<file path="src/verilog/ddps_regs.svh">
// Register offsets, field positions, reset values and constants for the
// dual data pointer select block. Definitions only; include by bare name.
`ifndef DDPS_REGS_SVH
`define DDPS_REGS_SVH

// Word indices; byte address is four times the index
`define DDPS_AUX_IDX 10'h0A2
`define DDPS_PTR_IDX 10'h0A3
`define DDPS_CMD_IDX 10'h0A4
`define DDPS_BOTH_IDX 10'h0A5

// Fields of the auxiliary pointer control register
`define DDPS_CHOICE_BIT 0
`define DDPS_FLAG_BIT 3
`define DDPS_AUX_RST 8'h00
`define DDPS_RSVD_READ 8'h00

// Fields of the pointer command register
`define DDPS_CMD_TOGGLE_BIT 0
`define DDPS_CMD_INC_BIT 1

// Pointer reset value and documented width
`define DDPS_PTR_RST 16'h0000
`define DDPS_PTR_W 16

`endif

</file>
<file path="src/verilog/ddps_pkg.sv">
// Types shared by the dual data pointer select block.
// Assumes nothing beyond a SystemVerilog compiler.
`default_nettype none
package ddps_pkg;

  // Operation requested by the core execution logic in one cycle
  typedef enum logic [2:0] {
    DDPS_OP_NOP = 3'b000,
    DDPS_OP_LOAD = 3'b001,
    DDPS_OP_INC = 3'b010,
    DDPS_OP_AUX_INC = 3'b011,
    DDPS_OP_AUX_WR = 3'b100
  } ddps_op_e;

  // Data phase of the bus slave
  typedef enum logic [1:0] {
    DDPS_DP_IDLE = 2'b00,
    DDPS_DP_READ = 2'b01,
    DDPS_DP_WRITE = 2'b10
  } ddps_dp_e;

endpackage
`default_nettype wire

</file>
<file path="src/verilog/ddps_ptr_if.sv">
// Carrier between the control logic and the pointer bank.
// Assumes both ends run on the same clock.
`timescale 1ns/1ps
`default_nettype none
interface ddps_ptr_if #(
  parameter int PTR_W = 16
);
  logic sel;
  logic load;
  logic inc;
  logic [PTR_W-1:0] load_val;
  logic [PTR_W-1:0] ptr0;
  logic [PTR_W-1:0] ptr1;
  logic [PTR_W-1:0] ptr0_d;
  logic [PTR_W-1:0] ptr1_d;

  modport bank (input sel, load, inc, load_val, output ptr0, ptr1, ptr0_d, ptr1_d);
  modport ctrl (output sel, load, inc, load_val, input ptr0, ptr1, ptr0_d, ptr1_d);
endinterface
`default_nettype wire

</file>
<file path="src/verilog/ddps_ptr_bank.sv">
// Two pointer registers; load and increment act on the selected one only.
// Assumes the controller never asserts load and inc in the same cycle.
`timescale 1ns/1ps
`default_nettype none
`include "ddps_regs.svh"
module ddps_ptr_bank #(
  parameter int PTR_W = `DDPS_PTR_W
) (
  input wire logic ref_clk,
  input wire logic rst,
  ddps_ptr_if.bank pif
);

  logic [PTR_W-1:0] ptr0_q;
  logic [PTR_W-1:0] ptr1_q;
  logic [PTR_W-1:0] ptr0_d;
  logic [PTR_W-1:0] ptr1_d;
  logic [PTR_W-1:0] cur;
  logic [PTR_W-1:0] nxt;

  // Next value for the selected pointer; the other one holds
  always_comb begin
    cur = pif.sel ? ptr1_q : ptr0_q;
    nxt = cur;
    if (pif.load) begin
      nxt = pif.load_val;
    end else if (pif.inc) begin
      nxt = cur + PTR_W'(1); // Wraps at the top of memory
    end
    ptr0_d = pif.sel ? ptr0_q : nxt;
    ptr1_d = pif.sel ? nxt : ptr1_q;
  end

  // Two independent registers
  always_ff @(posedge ref_clk) begin
    if (rst) begin
      ptr0_q <= PTR_W'(`DDPS_PTR_RST);
      ptr1_q <= PTR_W'(`DDPS_PTR_RST);
    end else begin
      ptr0_q <= ptr0_d;
      ptr1_q <= ptr1_d;
    end
  end

  assign pif.ptr0 = ptr0_q;
  assign pif.ptr1 = ptr1_q;
  assign pif.ptr0_d = ptr0_d;
  assign pif.ptr1_d = ptr1_d;

endmodule
`default_nettype wire

</file>
<file path="src/verilog/ddps_top.sv">
// Dual data pointer select block: two external address pointers, the
// auxiliary pointer control register, an AHB-Lite slave and a core port.
// Assumes one 20 MHz clock, synchronous active-high reset, one bus master.
//
// Local design decision: register access over AHB-Lite.
`timescale 1ns/1ps
`default_nettype none
`include "ddps_regs.svh"

////////////////////////////////////////////////////////////////////////////
// Functional notes
// - Two independent pointers address external data
// - Pointer choice sits in control bit 0
// - Choice 0 picks pointer zero, 1 pointer one
// - User flag bit is freely read and written
// - Build option removes the user flag bit
// - Unimplemented bits read back a fixed constant
// - Future reserved features reset 0, active 1
// - Incrementing the control register toggles the choice
module ddps_top #(
  parameter int PTR_W = `DDPS_PTR_W,
  parameter bit HAS_USER_FLAG = 1'b1
) (
  input wire logic ref_clk,
  input wire logic rst,
  input wire logic hsel,
  input wire logic [31:0] haddr,
  input wire logic [1:0] htrans,
  input wire logic hwrite,
  input wire logic [2:0] hsize,
  input wire logic hready,
  input wire logic [31:0] hwdata,
  output logic [31:0] hrdata,
  output logic hreadyout,
  output logic hresp,
  input wire ddps_pkg::ddps_op_e core_op,
  input wire logic [15:0] core_data,
  output logic [PTR_W-1:0] ext_addr,
  output logic pointer_choice
);

  ////////////////////////////////////////////////////////////////////////
  // Elaboration check
  if (PTR_W < 1 || PTR_W > 16) begin : g_bad_width
    $error("ddps_top: PTR_W must lie between 1 and 16");
  end

  ////////////////////////////////////////////////////////////////////////
  // Helpers

  // Word index match; upper address bits must be zero
  function automatic logic hit(input logic [31:0] a, input logic [9:0] idx);
    hit = (a[31:12] == 20'h00000) && (a[11:2] == idx);
  endfunction

  // Mask of implemented bits in the control register
  function automatic logic [7:0] impl_mask(input bit flag_on);
    logic [7:0] m;
    m = 8'h00;
    m[`DDPS_CHOICE_BIT] = 1'b1;
    m[`DDPS_FLAG_BIT] = flag_on;
    impl_mask = m;
  endfunction

  localparam logic [7:0] AUX_MASK = impl_mask(HAS_USER_FLAG);

  ////////////////////////////////////////////////////////////////////////
  // Pointer bank
  ddps_ptr_if #(.PTR_W(PTR_W)) pif ();

  ddps_ptr_bank #(
    .PTR_W(PTR_W)
  ) ddps_ptr_bank_i (
    .ref_clk(ref_clk),
    .rst(rst),
    .pif(pif)
  );

  ////////////////////////////////////////////////////////////////////////
  // Bus address and data phase state
  ddps_pkg::ddps_dp_e dp_q;
  ddps_pkg::ddps_dp_e dp_d;
  logic [9:0] idx_q;
  logic [9:0] idx_d;
  logic [31:0] rdata_q;
  logic [31:0] rdata_d;
  logic take;
  logic map_ok;
  logic wr_go;
  logic core_busy;

  // Core activity blocks a bus write so the two never collide
  assign core_busy = (core_op != ddps_pkg::DDPS_OP_NOP);
  assign hreadyout = !((dp_q == ddps_pkg::DDPS_DP_WRITE) && core_busy);
  assign hresp = 1'b0;
  assign hrdata = rdata_q;
  assign wr_go = (dp_q == ddps_pkg::DDPS_DP_WRITE) && !core_busy;
  assign take = hsel && hready && htrans[1];

  // Auxiliary control register state
  logic [7:0] aux_q;
  logic [7:0] aux_d;
  logic [7:0] aux_rd;

  // Read view: implemented bits live, the rest a fixed constant
  assign aux_rd = (aux_q & AUX_MASK) | (`DDPS_RSVD_READ & ~AUX_MASK);

  // Decode of an address phase and the read value it returns
  always_comb begin
    dp_d = dp_q;
    idx_d = idx_q;
    rdata_d = rdata_q;
    map_ok = hit(haddr, `DDPS_AUX_IDX) || hit(haddr, `DDPS_PTR_IDX) ||
             hit(haddr, `DDPS_CMD_IDX) || hit(haddr, `DDPS_BOTH_IDX);
    if (hreadyout) begin
      dp_d = ddps_pkg::DDPS_DP_IDLE;
      if (take) begin
        idx_d = haddr[11:2];
        dp_d = hwrite ? ddps_pkg::DDPS_DP_WRITE : ddps_pkg::DDPS_DP_READ;
        rdata_d = 32'h00000000; // Unmapped and write-only read as zero
        if (!hwrite && map_ok) begin
          if (hit(haddr, `DDPS_AUX_IDX)) begin
            rdata_d = {24'h000000, aux_rd};
          end else if (hit(haddr, `DDPS_PTR_IDX)) begin
            rdata_d = 32'(ext_addr);
          end else if (hit(haddr, `DDPS_BOTH_IDX)) begin
            rdata_d = {16'(pif.ptr1), 16'(pif.ptr0)};
          end
        end
      end
    end
  end

  // Bus phase registers
  always_ff @(posedge ref_clk) begin
    if (rst) begin
      dp_q <= ddps_pkg::DDPS_DP_IDLE;
      idx_q <= 10'h000;
      rdata_q <= 32'h00000000;
    end else begin
      dp_q <= dp_d;
      idx_q <= idx_d;
      rdata_q <= rdata_d;
    end
  end

  ////////////////////////////////////////////////////////////////////////
  // Control register and pointer requests
  logic bus_aux_wr;
  logic bus_ptr_wr;
  logic bus_cmd_wr;

  assign bus_aux_wr = wr_go && (idx_q == `DDPS_AUX_IDX);
  assign bus_ptr_wr = wr_go && (idx_q == `DDPS_PTR_IDX);
  assign bus_cmd_wr = wr_go && (idx_q == `DDPS_CMD_IDX);

  // Next control value: writes keep only implemented bits, so a stray
  // reserved one never lands; an increment adds one and drops the carry
  always_comb begin
    aux_d = aux_q;
    case (core_op)
      ddps_pkg::DDPS_OP_AUX_WR: begin
        aux_d = core_data[7:0] & AUX_MASK;
      end
      ddps_pkg::DDPS_OP_AUX_INC: begin
        aux_d = (aux_q + 8'h01) & AUX_MASK;
        aux_d[`DDPS_FLAG_BIT] = aux_q[`DDPS_FLAG_BIT] & AUX_MASK[`DDPS_FLAG_BIT];
      end
      default: begin
        if (bus_aux_wr) begin
          aux_d = hwdata[7:0] & AUX_MASK;
        end else if (bus_cmd_wr && hwdata[`DDPS_CMD_TOGGLE_BIT]) begin
          aux_d[`DDPS_CHOICE_BIT] = !aux_q[`DDPS_CHOICE_BIT];
        end
      end
    endcase
  end

  // Control register; reserved positions stay 0 from reset
  always_ff @(posedge ref_clk) begin
    if (rst) begin
      aux_q <= `DDPS_AUX_RST;
    end else begin
      aux_q <= aux_d;
    end
  end

  // Pointer requests go to the selected pointer through the bank
  always_comb begin
    pif.sel = aux_q[`DDPS_CHOICE_BIT];
    pif.load = 1'b0;
    pif.inc = 1'b0;
    pif.load_val = core_data[PTR_W-1:0];
    case (core_op)
      ddps_pkg::DDPS_OP_LOAD: begin
        pif.load = 1'b1;
      end
      ddps_pkg::DDPS_OP_INC: begin
        pif.inc = 1'b1;
      end
      default: begin
        if (bus_ptr_wr) begin
          pif.load = 1'b1;
          pif.load_val = hwdata[PTR_W-1:0];
        end else if (bus_cmd_wr && hwdata[`DDPS_CMD_INC_BIT]) begin
          pif.inc = 1'b1;
        end
      end
    endcase
  end

  ////////////////////////////////////////////////////////////////////////
  // Active pointer state
  logic [PTR_W-1:0] ext_addr_q;
  logic [PTR_W-1:0] ext_addr_d;

  // Next active pointer from the next choice and next pointers, so the
  // output comes from a flop yet still changes on the edge of the op
  always_comb begin
    ext_addr_d = aux_d[`DDPS_CHOICE_BIT] ? pif.ptr1_d : pif.ptr0_d;
  end

  // Active pointer register; clears with the pointers
  always_ff @(posedge ref_clk) begin
    if (rst) begin
      ext_addr_q <= PTR_W'(`DDPS_PTR_RST);
    end else begin
      ext_addr_q <= ext_addr_d;
    end
  end

  // Outputs to the core: active pointer and current choice
  assign ext_addr = ext_addr_q;
  assign pointer_choice = aux_q[`DDPS_CHOICE_BIT];

endmodule
`default_nettype wire

</file>
<file path="config.mk">
export PLATFORM = sky130hd
export DESIGN_NAME = ddps_top
export DESIGN_NICKNAME = d
export VERILOG_FILES = /design/src/verilog/ddps_pkg.sv /design/src/verilog/ddps_ptr_if.sv /design/src/verilog/ddps_ptr_bank.sv /design/src/verilog/ddps_top.sv
export VERILOG_INCLUDE_DIRS = /design/src /design/src/verilog
export SDC_FILE = /design/constraint.sdc
export NUM_CORES = 1
export LEC_CHECK = 0
export ABC_AREA = 1
export ABC_CLOCK_PERIOD_IN_PS = 3300
export CORE_ASPECT_RATIO = 0.75
export CORE_UTILIZATION = 45
export CTS_CLUSTER_DIAMETER = 60
export DETAILED_ROUTE_END_ITERATION = 10
export DONT_BUFFER_PORTS = 1
export REMOVE_ABC_BUFFERS = 1
export SLEW_MARGIN = 30
export SYNTH_ARGS = -nofsm -noshare
export SYNTH_HDL_FRONTEND = slang
export SYNTH_HIERARCHICAL = 1
export SYNTH_SLANG_ARGS = --single-unit
</file>
<file path="constraint.sdc">
create_clock -name ref_clk -period 3.3 [get_ports ref_clk]
set_input_delay 0.495 -clock ref_clk [delete_from_list [all_inputs] [get_ports ref_clk]]
set_output_delay 0.495 -clock ref_clk [all_outputs]
set_load 0.01 [all_outputs]
</file>
# Yosys cells after proc, flatten, opt, wreduce, memory -nomap -nowiden
# Cells that the tools add are included.
# word_totals
reg_bits	94
# classes
n_addsub	2
n_eq_ne	12
n_mux	23
n_bitwise	2
n_reduce_logical	27
# op_table
cell	n
16-bit 2-to-1 mux	8
32-bit 2-to-1 mux	4
10-bit by 8-bit == test with 1-bit output (second input constant)	7
20-bit zero test	1
16-bit by 1-bit adder with 16-bit output (second input constant)	1
8-bit one-hot mux with 2 select lines	1
1-bit logical AND	14
7-bit 2-to-1 mux	1
3-bit by 2-bit == test with 1-bit output (second input constant)	2
1-bit 2-to-1 mux	5
1-bit zero test	4
2-bit 2-to-1 mux	2
1-bit one-hot mux with 2 select lines	2
2-bit AND reduction	2
3-bit by 1-bit == test with 1-bit output (second input constant)	1
3-bit == test (second input constant)	1
1-bit logical OR	3
3-bit nonzero test	1
2-bit == test (second input constant)	1
1-bit NOT	2
2-bit nonzero test	1
2-bit OR reduction	1
1-bit adder (second input constant)	1

# Depth between registers and ports, before layout
# Gate-level depths: netlist of run 1.
# logic_depth
depth_word	12
mapped_depth	21
depth_no_buf	20

# Hierarchy
# The synthesis of run 1 kept the hierarchy.
# modules_own_cells
mod	instances	cells_each	area_per_inst_um2	seq_area_each_um2
ddps_top	1	503	3490.8	1241.2
ddps_ptr_bank	1	380	2263.4	640.6

# Worst setup path before layout of run 1
# OpenSTA, ideal clock, no wires.
# synth_timing
path_kind	in2reg
startpoint	input port core_op[1]
endpoint	register ext_addr_q[14] (netlist: ext_addr[14])
setup_time_ns	0.115
t_arrival_ns	2.365
t_required_ns	3.185
setup_slack_ns	0.820
path_stages	18
path_cell_list	nor2_2 nand2_1 nor2_2 nand3_1 o32ai_1 nand2_1 nor2_4 nand4_2 nor2_4 nand3_1 nand3_2 nand3_1 nand2_1 inv_1 inv_1 nand3_1 nand2_1 nor2_1
# synth_between
elab_chain_len	12
word_cells_on_any_way	28
cone_classes	4 x eq/ne; 15 x mux; 9 x reduce/logical
# synth_lines
item	line	source
from (decl)	ddps_top.sv:36	input wire ddps_pkg::ddps_op_e core_op,
3-bit nonzero test	ddps_top.sv:93	assign core_busy = (core_op != ddps_pkg::DDPS_OP_NOP);
1-bit zero test	ddps_top.sv:97	assign wr_go = (dp_q == ddps_pkg::DDPS_DP_WRITE) && !core_busy;
1-bit logical AND	ddps_top.sv:97	
1-bit logical AND	ddps_top.sv:155	assign bus_cmd_wr = wr_go && (idx_q == `DDPS_CMD_IDX);
1-bit logical AND	ddps_top.sv:205	end else if (bus_cmd_wr && hwdata[`DDPS_CMD_INC_BIT]) begin
1-bit 2-to-1 mux	ddps_top.sv:205	
1-bit 2-to-1 mux	ddps_top.sv:202	if (bus_ptr_wr) begin
1-bit one-hot mux with 2 select lines (*)	ddps_top.sv:194	case (core_op)
named net pif.inc	ddps_ptr_if.sv:10	logic inc;
16-bit 2-to-1 mux (*)	ddps_ptr_bank.sv:27	end else if (pif.inc) begin
16-bit 2-to-1 mux (*)	ddps_ptr_bank.sv:25	if (pif.load) begin
16-bit 2-to-1 mux (*)	ddps_ptr_bank.sv:31	ptr1_d = pif.sel ? nxt : ptr1_q;
named net pif.ptr1_d[14]	ddps_ptr_if.sv:15	logic [PTR_W-1:0] ptr1_d;
16-bit 2-to-1 mux (*)	ddps_top.sv:220	ext_addr_d = aux_d[`DDPS_CHOICE_BIT] ? pif.ptr1_d : pif.ptr0_d;
to (signal assigned)	ddps_top.sv:226	ext_addr_q <= PTR_W'(`DDPS_PTR_RST);
to (signal assigned)	ddps_top.sv:228	ext_addr_q <= ext_addr_d;
to (decl)	ddps_top.sv:214	logic [PTR_W-1:0] ext_addr_q;
# Mark *: on every way through the listed nets, which the timed path passes. The rest lies on a longest branch.
# A chain may end at the register's enable or synchronous reset.

# Final worst setup path of run 1
# layout_timing
startpoint	register idx_q[7]
endpoint	register ext_addr_q[12] (netlist: ext_addr[12])
# layout_between
elab_chain_len	10
word_cells_on_any_way	23
cone_classes	3 x eq/ne; 15 x mux; 5 x reduce/logical
# layout_lines
item	line	source
from (decl)	ddps_top.sv:83	logic [9:0] idx_q;
from (signal assigned)	ddps_top.sv:142	idx_q <= idx_d;
10-bit by 8-bit == test with 1-bit output (no source line)	--	
1-bit logical AND	ddps_top.sv:155	
1-bit logical AND	ddps_top.sv:205	
1-bit 2-to-1 mux	ddps_top.sv:205	
1-bit 2-to-1 mux (*)	ddps_top.sv:202	
1-bit one-hot mux with 2 select lines (*)	ddps_top.sv:194	
named net pif.inc	ddps_ptr_if.sv:10	
16-bit 2-to-1 mux (*)	ddps_ptr_bank.sv:27	
16-bit 2-to-1 mux (*)	ddps_ptr_bank.sv:25	
16-bit 2-to-1 mux (*)	ddps_ptr_bank.sv:31	
named net pif.ptr1_d[12]	ddps_ptr_if.sv:15	
16-bit 2-to-1 mux (*)	ddps_top.sv:220	
# Marked as above.

==> flow_metrics.py, run 1 <==
metrics = {
    "synth": {
        "yosysWarnings": 6,
        "ys.flop_type": "dfxtp_1",
        "syn-cell-area_um2": 5750,
        "synth_top_area_share_pct": 32.7,
        "synth_area_leaders": "dfxtp_1 33%, nand2_1 17%, inv_1 6.9%, a21oi_1 6.4%, nor2_1 6.3%",
        "yosysMostFrequentCell": "nand2_1",
        "synth_cell_types": 42,
        "yosys-top-cells-count": "259 x nand2_1, 106 x inv_1, 96 x nor2_1",
        "synthArstFlopShare_pct": 0,
        "synth_area_per_cell_um2": 6.52,
        "synth_cells": 883,
        "synth_seq_cells": 94,
        "yosys.area.top_type": "dfxtp_1",
        "synth_seq_area_share_pct": 32.7,
        "synth_edf_count": 0,
    },
    "cts": {
        "cts_resized": 0,
        "clock_sinks": 94,
        "cts_post_setup_buffers_inserted": 0,
        "htreeDepth": 3,
        "cts_max_path_buffers": 2,
        "clk_pin_slew_ns": 0.06,
        "root_buffer": "clkbuf_16",
        "cts_buffers": 9,
        "clk-insertion-delay-late_ns": 0.35,
        "cts_tree": "built",
        "holdBufCountCts": 0,
    },
    "power_and_ir_drop": {
        "ir_drop_uv": 236,
        "powerDensity_nw_per_um2": 445,
        "power.leakage_nw": 2.59,
    },
    "timing": {
        "fin_crit_sh_pct": 80.0,
        "min_period_ns": 2.64,
        "worst_slack_ns": 0.661,
        "setup_viol": 0,
        "tightest_slew_ns": 0.926,
        "drv_slew": 0,
        "clock.fmax_mhz": 379,
        "fin_skew_ns": 0.00519,
        "rsz0062_at_grt": "no",
        "hold_viol": 0,
        "max_slew_margin_pct": 37.9,
    },
    "critical_path": {
        "cp-end-kind": "flop",
        "critPathTopFamily": "simple AND/OR/NAND/NOR gates",
        "crit_buf_inv": 4,
        "crit_chain": "nand2_1 > inv_1 > nand2_1 > inv_1 > nand3_1 > o32ai_1 > nand2_1 > nor2_4 > nand4_2 > nor2_4 > nand2_1 > nand2_1 > nand3_2 > nand3_1 > nand2_1 > inv_1 > inv_1 > nand3_1 > nand2_1 > nor2_1",
        "critPathMaxStageDelay_ns": 0.41,
        "arrival_ns": 2.92,
        "slowest_stage": "o32ai_1",
        "worst_ep_required_time_ns": 3.58,
        "critPathKind": "flop to flop",
        "start_kind": "flop",
        "crit_top_cell": "nand2_1",
        "critPathMaxFanout": 6,
    },
    "route": {
        "ant_nets": 0,
        "dr_total_vias": 5279,
        "drt-vias-per-instance": 5.12,
        "drc": 0,
        "wire_per_inst_um": 14.6,
        "routed_wl_um": 15100,
        "drt_iter0_markers": 315,
        "first_pass_iters": 5,
    },
    "floorplanning": {
        "ios": 144,
        "row_count": 35,
        "start_util_pct": 46.4,
        "fp.dieArea_um2": 13200,
        "core_region_area_um2": 12400,
        "die_x_um": 133,
        "die_h_um": 99.9,
    },
    "global_route": {
        "antenna_found_initial": 0,
        "grt_use_met1_pct": 31.2,
        "grt_max_degree": 69,
        "met3_usage_pct": 6.11,
        "grt_pass1_vias": 5052,
        "use_met2_pct": 39.0,
        "grt_first_pass_wirelength_um": 25000,
        "grt_overflow": 0,
        "grt_most_used_layer": "met2",
        "track_usage_pct": 23.9,
    },
    "run_status": {
        "run_status": "complete, no violations",
    },
    "final_layout": {
        "diodes": 0,
        "area_growth_pct": 4.87,
        "nets": 954,
        "multi_input_area_um2": 3130,
        "seqCellArea_um2": 1880,
        "final_util_pct": 48.7,
        "fillers": 1266,
        "drive_gt1_share_pct": 14.3,
    },
    "min_path": {
        "hp-class": "input pin to flop",
    },
    "placed_design": {
        "gp_congestion": 0.832,
        "place_hpwl_um": 10300,
        "pre_cts_ws_ns": 0.383,
        "io_buffer_count": 0,
    },
    "run": {
        "maxCapViolCount": 0,
    },
}
-- flip-flops by register name, indices dropped and copies added, names as in the netlist --
signal / cells
hrdata: 32
ext_addr: 16
ddps_ptr_bank_i/pif.ptr1: 16
idx_q: 10
dp_q: 2
ddps_ptr_bank_i/pif.ptr0: 16
aux_q: 2
-- stage by stage --
stage | hold WS (ns) | TNS (ns) | cells | total power, W | cell area [um2]
after detailed placement | 0.471 | 0 | 1015 | 0.00168 | 5750
final | 0.208 | 0 | 1031 | 0.00269 | 6030
after CTS | 0.197 | 0 | 1031 | 0.00271 | 6030
after global routing | 0.194 | 0 | 1031 | 0.00283 | 6030
after floorplan | 0.447 | -0.809 | 837 | 0.00158 | 5420
after global placement | 0.458 | 0 | 1015 | 0.00167 | 5750
-- cell usage in the layout (no fill, tap or decap), types with 2 or more instances in the layout --
cell type  instances
o31ai_1            2
inv_2              2
dfxtp_1           93
clkinv_2           2
nand3_1           71
a21oi_1           74
o21ai_2            8
nand3_2           23
nor2_1            95
nor2_2            12
buf_12             2
inv_1            106
nor2_4             4
buf_4             10
nand4_2            2
clkbuf_1           3
nand2_2           17
mux2_2            14
o21ai_0           19
nor3_1             4
o21ai_1            5
o21a_1             2
clkbuf_16          9
a21oi_2            4
nand2_1          259
or2_2              5
-- worst paths after layout --
kind                                start           end  slack [ns]  cells after the start
max                              idx_q[7]  ext_addr[12]        0.66                     20
min                                   rst    hrdata[15]        0.21                      1
max reg2reg                      idx_q[7]  ext_addr[12]        0.66                     20
min reg2reg  ddps_ptr_bank_i/pif.ptr1[14]    hrdata[30]        0.48                      2
-- cell type report --
type | instances | share of cell area [%]
Multi-Input combinational cell | 633 | 51.8
Sequential cell | 94 | 31.2
Timing Repair Buffer | 12 | 1.91
Inverter | 110 | 6.93
Tap cell | 166 | 3.44
Clock inverter | 4 | 0.788
Clock buffer | 12 | 3.92
-- where the power goes --
part,switching (W),internal (W)
combinational,0.000268,0.000140
sequential,0.0000601,0.00120
clock,0.000439,0.000586
total,0.000766,0.00192
-- layer usage --
metal	up-vias	part of all wire [%]	routed length (um)
met4	0	1.3	198
met2	166	44	6590
met3	17	7.0	1060
li1	2720	-	-
met1	2376	48	7250
met5	-	0	0
-- cell families after synthesis --
group,count (synthesis),synth area share [%]
AO/OA/AOI/OAI,119,11.7
adder cells (fa/ha/maj),1,0.217
buffers and inverters,156,13.1
flip-flops,94,32.7
multiplexers,14,2.74
other,1,0.0652
AND/OR/NAND/NOR,498,39.5
No activity file was read; power rests on OpenSTA's default activity.
==> inputs of run 2 (changes only) <==
ABC_CLOCK_PERIOD_IN_PS = 2300   (was 3300)
clock period = 2.3 ns   (was 3.3 ns; I/O delays follow)
==> flow_metrics.py, run 2 (same netlist as run 1, synthesis figures left out) <==
metrics = {
    "cts": {
        "clock_sinks": 94,
        "holdBufCountCts": 0,
        "clk-insertion-delay-late_ns": 0.34,
        "cts_buffers": 9,
        "clk_pin_slew_ns": 0.07,
        "root_buffer": "clkbuf_16",
        "cts_max_path_buffers": 2,
        "cts_tree": "built",
        "htreeDepth": 3,
    },
    "floorplanning": {
        "row_count": 35,
        "core_region_area_um2": 12400,
        "fp.dieArea_um2": 13200,
        "start_util_pct": 46.4,
        "die_x_um": 133,
        "ios": 144,
        "die_h_um": 99.9,
    },
    "timing": {
        "fin_skew_ns": 0.00524,
        "rsz0062_at_grt": "yes",
        "clock.fmax_mhz": 421,
        "fin_setup_tns_ns": -0.300,
        "fin_crit_sh_pct": 103,
        "drv_slew": 0,
        "min_period_ns": 2.38,
        "setup_viol": 6,
        "hold_viol": 0,
        "worst_slack_ns": -0.0774,
        "hold_slack_ns": 0.0592,
    },
    "power_and_ir_drop": {
        "combinationalPowerShare_pct": 16.9,
        "power_frac_seq_pct": 43.7,
        "powerDensity_nw_per_um2": 625,
        "power.leakage_nw": 2.84,
        "power.share.switching_pct": 27.9,
        "p_switching_w": 0.00115,
        "intPower_w": 0.00296,
        "ir_drop_uv": 425,
        "p_clk_share_pct": 39.4,
    },
    "placed_design": {
        "io_buffer_count": 0,
        "dpl_cell_area_um2": 5980,
        "gp_congestion": 0.861,
        "place_hpwl_um": 10500,
    },
    "run_status": {
        "run_status": "finished with violations",
        "failed_checks": "setup timing",
    },
    "route": {
        "dr_total_vias": 5439,
        "ant_nets": 0,
        "wire_per_inst_um": 14.5,
        "drc": 0,
        "drt_iter0_markers": 350,
        "first_pass_iters": 5,
        "routed_wl_um": 15500,
        "drt-vias-per-instance": 5.08,
    },
    "critical_path": {
        "critPathMaxFanout": 6,
        "start_kind": "flop",
        "worst_ep_required_time_ns": 2.53,
        "critPathKind": "flop to flop",
        "worstRegToRegCells": 18,
        "arrival_ns": 2.61,
        "r2r_slack_ns": -0.08,
        "cp-end-kind": "flop",
    },
    "final_layout": {
        "final_common_cell": "nand2_1",
        "fillers": 1208,
        "area_growth_pct": 14.4,
        "drive_gt1_share_pct": 23.4,
        "final_area_um2": 6590,
        "nets": 994,
        "diodes": 0,
        "final_cell_mix": "248 x nand2_1, 102 x inv_1, 92 x dfxtp_1, 84 x nor2_1, 70 x a21oi_1",
        "seqCellArea_um2": 1880,
        "multi_input_area_um2": 3320,
        "largest_reg_flops": 32,
    },
    "global_route": {
        "grt_overflow": 0,
        "grt_max_degree": 69,
        "grt_pass1_vias": 5020,
        "antenna_found_initial": 0,
        "grt_first_pass_wirelength_um": 24700,
        "track_usage_pct": 23.7,
    },
    "run": {
        "maxCapViolCount": 0,
    },
    "min_path": {
        "whs_path_depth": 1,
        "hp-class": "input pin to flop",
    },
}
[run 2: cell count changes in the layout (fill, tap and decap cells not counted), moves of 5 or more]
cell | previous run | this run
buf_4 | 10 | 46
nand2_1 | 259 | 248
nand3_1 | 71 | 60
nor2_1 | 95 | 84
nand2_2 | 17 | 27
nand3_2 | 23 | 33
nor2_4 | 4 | 10
nor2_2 | 12 | 17
[run 2: path summary, 6_finish.rpt]
| kind | startpoint | endpoint |
|---|---|---|
| max | idx_q[2] | ext_addr[5] |
| min | rst | hrdata[15] |
| max reg2reg | idx_q[2] | ext_addr[5] |
| min reg2reg | idx_q[2] | idx_q[2] |
[run 2: layout make-up]
cell class                 instances  share of cell area (%)
multi-input combinational        633                    50.4
sequential                        94                    28.6
timing repair buffer              52                    6.54
inverter                         110                    6.35
clock buffer                      10                    3.63
tap                              166                    3.15
clock inverter                     6                    1.29
[run 2: through the flow]
step                      worst slack, ns  std cells  power [W]  util [%]
after floorplan                     -1.20        837    0.00227         -
after global placement            -0.0594       1045    0.00245      48.2
after detailed placement           -0.123       1045    0.00247      48.2
after CTS                         0.00941       1061    0.00410      51.2
after global routing               -0.265       1071    0.00431      53.1
final                             -0.0774       1071    0.00411      53.1
[run 2: metal layers]
layer	track usage, %	share of wire [%]	vias up
li1	-	-	2798
met1	31.7	47	2464
met2	39.0	45	165
met3	5.00	7.0	12
met4	6.10	0.69	0
met5	0	0	-
[run 2: power groups by stage]
stage / Clock [W] / Sequential, W / Combinational, W
global placement: 0 / 0.00183 / 0.000621
detailed placement: 0 / 0.00183 / 0.000637
global route: 0.00172 / 0.00181 / 0.000787
finish: 0.00162 / 0.00180 / 0.000697
CTS: 0.00165 / 0.00180 / 0.000647
floorplan: 0 / 0.00183 / 0.000443
[run 2: critical path: stages, from the launching register on]
cell and delay (ns):
dfxtp_2 0.34, inv_2 0.04, nor2_2 0.09, nand2_1 0.06, nor2_2 0.11, nand3_2 0.09
o32ai_2 0.13, buf_4 0.19, nand3_2 0.10, nor2_4 0.13, nand3_4 0.15, buf_6 0.16
o21ai_1 0.12, nand2_1 0.10, buf_4 0.14, nand2_2 0.06, nand2_1 0.05, a21oi_1 0.13
nor2_1 0.06
[run 2: timing repair]
action	CTS	global route
gates resized for setup	9	52
setup buffers	0	10
pin swaps	2	26
setup endpoints to repair	10	29
==> inputs of run 3 (changes only) <==
REMOVE_ABC_BUFFERS = unset   (was 1)
==> flow_metrics.py, run 3 (same netlist as run 1, synthesis figures left out) <==
metrics = {
    "cts": {
        "clock_sinks": 94,
        "htreeDepth": 3,
        "cts_buffers": 9,
        "root_buffer": "clkbuf_16",
        "clk-insertion-delay-late_ns": 0.35,
        "cts_max_path_buffers": 2,
        "clk_pin_slew_ns": 0.07,
        "cts_tree": "built",
    },
    "final_layout": {
        "diodes": 0,
        "final_area_um2": 6530,
        "drive_gt1_share_pct": 22.3,
        "area_growth_pct": 13.4,
        "final_common_cell": "nand2_1",
        "final_cell_mix": "249 x nand2_1, 102 x inv_1, 91 x dfxtp_1, 86 x nor2_1, 74 x a21oi_1",
        "final_util_pct": 52.7,
        "fillers": 1236,
        "largest_reg_flops": 32,
        "nets": 989,
    },
    "placed_design": {
        "place_hpwl_um": 11400,
        "gp_congestion": 0.866,
        "io_buffer_count": 0,
        "dpl_cell_area_um2": 5980,
        "pre_cts_ws_ns": -0.248,
    },
    "route": {
        "routed_wl_um": 15800,
        "drt-vias-per-instance": 5.18,
        "first_pass_iters": 5,
        "dr_total_vias": 5517,
        "drt_iter0_markers": 325,
        "wire_per_inst_um": 14.9,
        "ant_nets": 0,
        "drc": 0,
    },
    "critical_path": {
        "cp-end-kind": "flop",
        "arrival_ns": 2.61,
        "critPathMaxFanout": 7,
        "r2r_slack_ns": -0.07,
        "start_kind": "flop",
        "slowest_stage": "dfxtp_2",
        "worst_ep_required_time_ns": 2.54,
        "critPathMaxStageDelay_ns": 0.34,
        "crit_chain": "inv_2 > nor2_1 > nand2_1 > nor2_2 > nand3_2 > o32ai_4 > nand3_2 > nor2_4 > nand3_4 > nor2_4 > nand3_2 > nand3_2 > nand3_2 > nand2_2 > inv_1 > inv_1 > nand3_2 > nand2_1 > nor2_1",
        "crit_top_cell": "nand3_2",
        "critPathKind": "flop to flop",
    },
    "floorplanning": {
        "fp.dieArea_um2": 13200,
        "start_util_pct": 46.4,
        "row_count": 35,
        "die_h_um": 99.9,
        "core_region_area_um2": 12400,
        "ios": 144,
        "die_x_um": 133,
    },
    "global_route": {
        "grt_overflow": 0,
        "grt_max_degree": 69,
        "antenna_found_initial": 0,
        "grt_pass1_vias": 5217,
        "grt_first_pass_wirelength_um": 25600,
        "track_usage_pct": 24.3,
    },
    "power_and_ir_drop": {
        "combinationalPowerShare_pct": 17.7,
        "power.leakage_nw": 2.81,
        "ir_drop_uv": 425,
        "intPower_w": 0.00275,
        "power.share.switching_pct": 30.2,
        "power_frac_seq_pct": 45.8,
        "total_power_w": 0.00395,
        "powerDensity_nw_per_um2": 605,
        "p_switching_w": 0.00119,
        "p_clk_share_pct": 36.5,
    },
    "run_status": {
        "failed_checks": "setup timing",
        "run_status": "finished with violations",
    },
    "timing": {
        "drv_slew": 0,
        "fin_setup_tns_ns": -0.156,
        "fin_crit_sh_pct": 103,
        "fin_skew_ns": 0.00596,
        "min_period_ns": 2.37,
        "hold_viol": 0,
        "setup_viol": 7,
        "worst_slack_ns": -0.0662,
        "rsz0062_at_grt": "yes",
        "clock.fmax_mhz": 423,
    },
    "synth": {
        "synthesis.nets": 977,
    },
    "run": {
        "maxCapViolCount": 0,
    },
    "min_path": {
        "hp-class": "input pin to flop",
    },
}
run 3: changes by cell type in the layout (fill, tap and decap cells not counted), moves of 2 or more:
cell | before | now
buf_4 | 46 | 40
a21oi_1 | 70 | 74
a21oi_2 | 8 | 4
buf_12 | 2 | 4
buf_6 | 4 | 2
bufinv_16 | 2 | 0
clkinv_4 | 0 | 2
nand3_1 | 60 | 62
nand3_2 | 33 | 31
nor2_1 | 84 | 86
nor2_2 | 17 | 15
o21ai_1 | 8 | 6
run 3: layer usage:
metal / wire length [um] / global-route usage [%]
met1: 7000 / 29.8
met2: 7730 / 42.5
met3: 912 / 5.61
met4: 195 / 7.34
met5: 0 / 0
run 3: cell type report:
type                    count  area [um2]  share of cell area [%]
repair buffers             47         408                    6.25
inverters                 110         418                    6.40
clock inverters             6        46.3                   0.709
well taps                 166         208                    3.18
multi-input cells         633        3320                    50.9
clock buffers              10         239                    3.66
flip-flops and latches     94        1890                    28.9
run 3: final timing paths:
kind / cells after the start / startpoint / endpoint
max: 19 / idx_q[2] / ext_addr[13]
min: 1 / rst / aux_q[0]
max reg2reg: 19 / idx_q[2] / ext_addr[13]
min reg2reg: 2 / ddps_ptr_bank_i/pif.ptr1[15] / hrdata[31]
run 3: critical path, delay by kind of cell, from the launching register on:
kind | cells | cell delay [ns]
buffers and inverters | 3 | 0.13
AO/OA/AOI/OAI | 1 | 0.22
AND/OR/NAND/NOR | 15 | 1.56
flip-flops | 1 | 0.34
run 3: repair_timing:
item	4_1_cts	5_1_grt
setup buffers	1	8
gates cloned	0	1
hold buffers	0	0
setup endpoints to repair	23	33
pin swaps	11	24
resized for setup	23	30
endpoints found under the hold margin	0	0
run 3: metrics by stage:
| step | cells | hold slack, ns |
|---|---|---|
| floorplan | 883 | 0.414 |
| global placement | 1041 | 0.423 |
| detailed placement | 1041 | 0.425 |
| CTS | 1058 | 0.0631 |
| global route | 1066 | 0.0586 |
| finish | 1066 | 0.0699 |
run 3: power by group through the flow:
stage               Sequential [W]  Combinational, W  Clock, W
floorplan                  0.00181          0.000520         0
global placement           0.00184          0.000625         0
detailed placement         0.00184          0.000641         0
CTS                        0.00181          0.000657   0.00146
global route               0.00182          0.000794   0.00152
finish                     0.00181          0.000698   0.00144
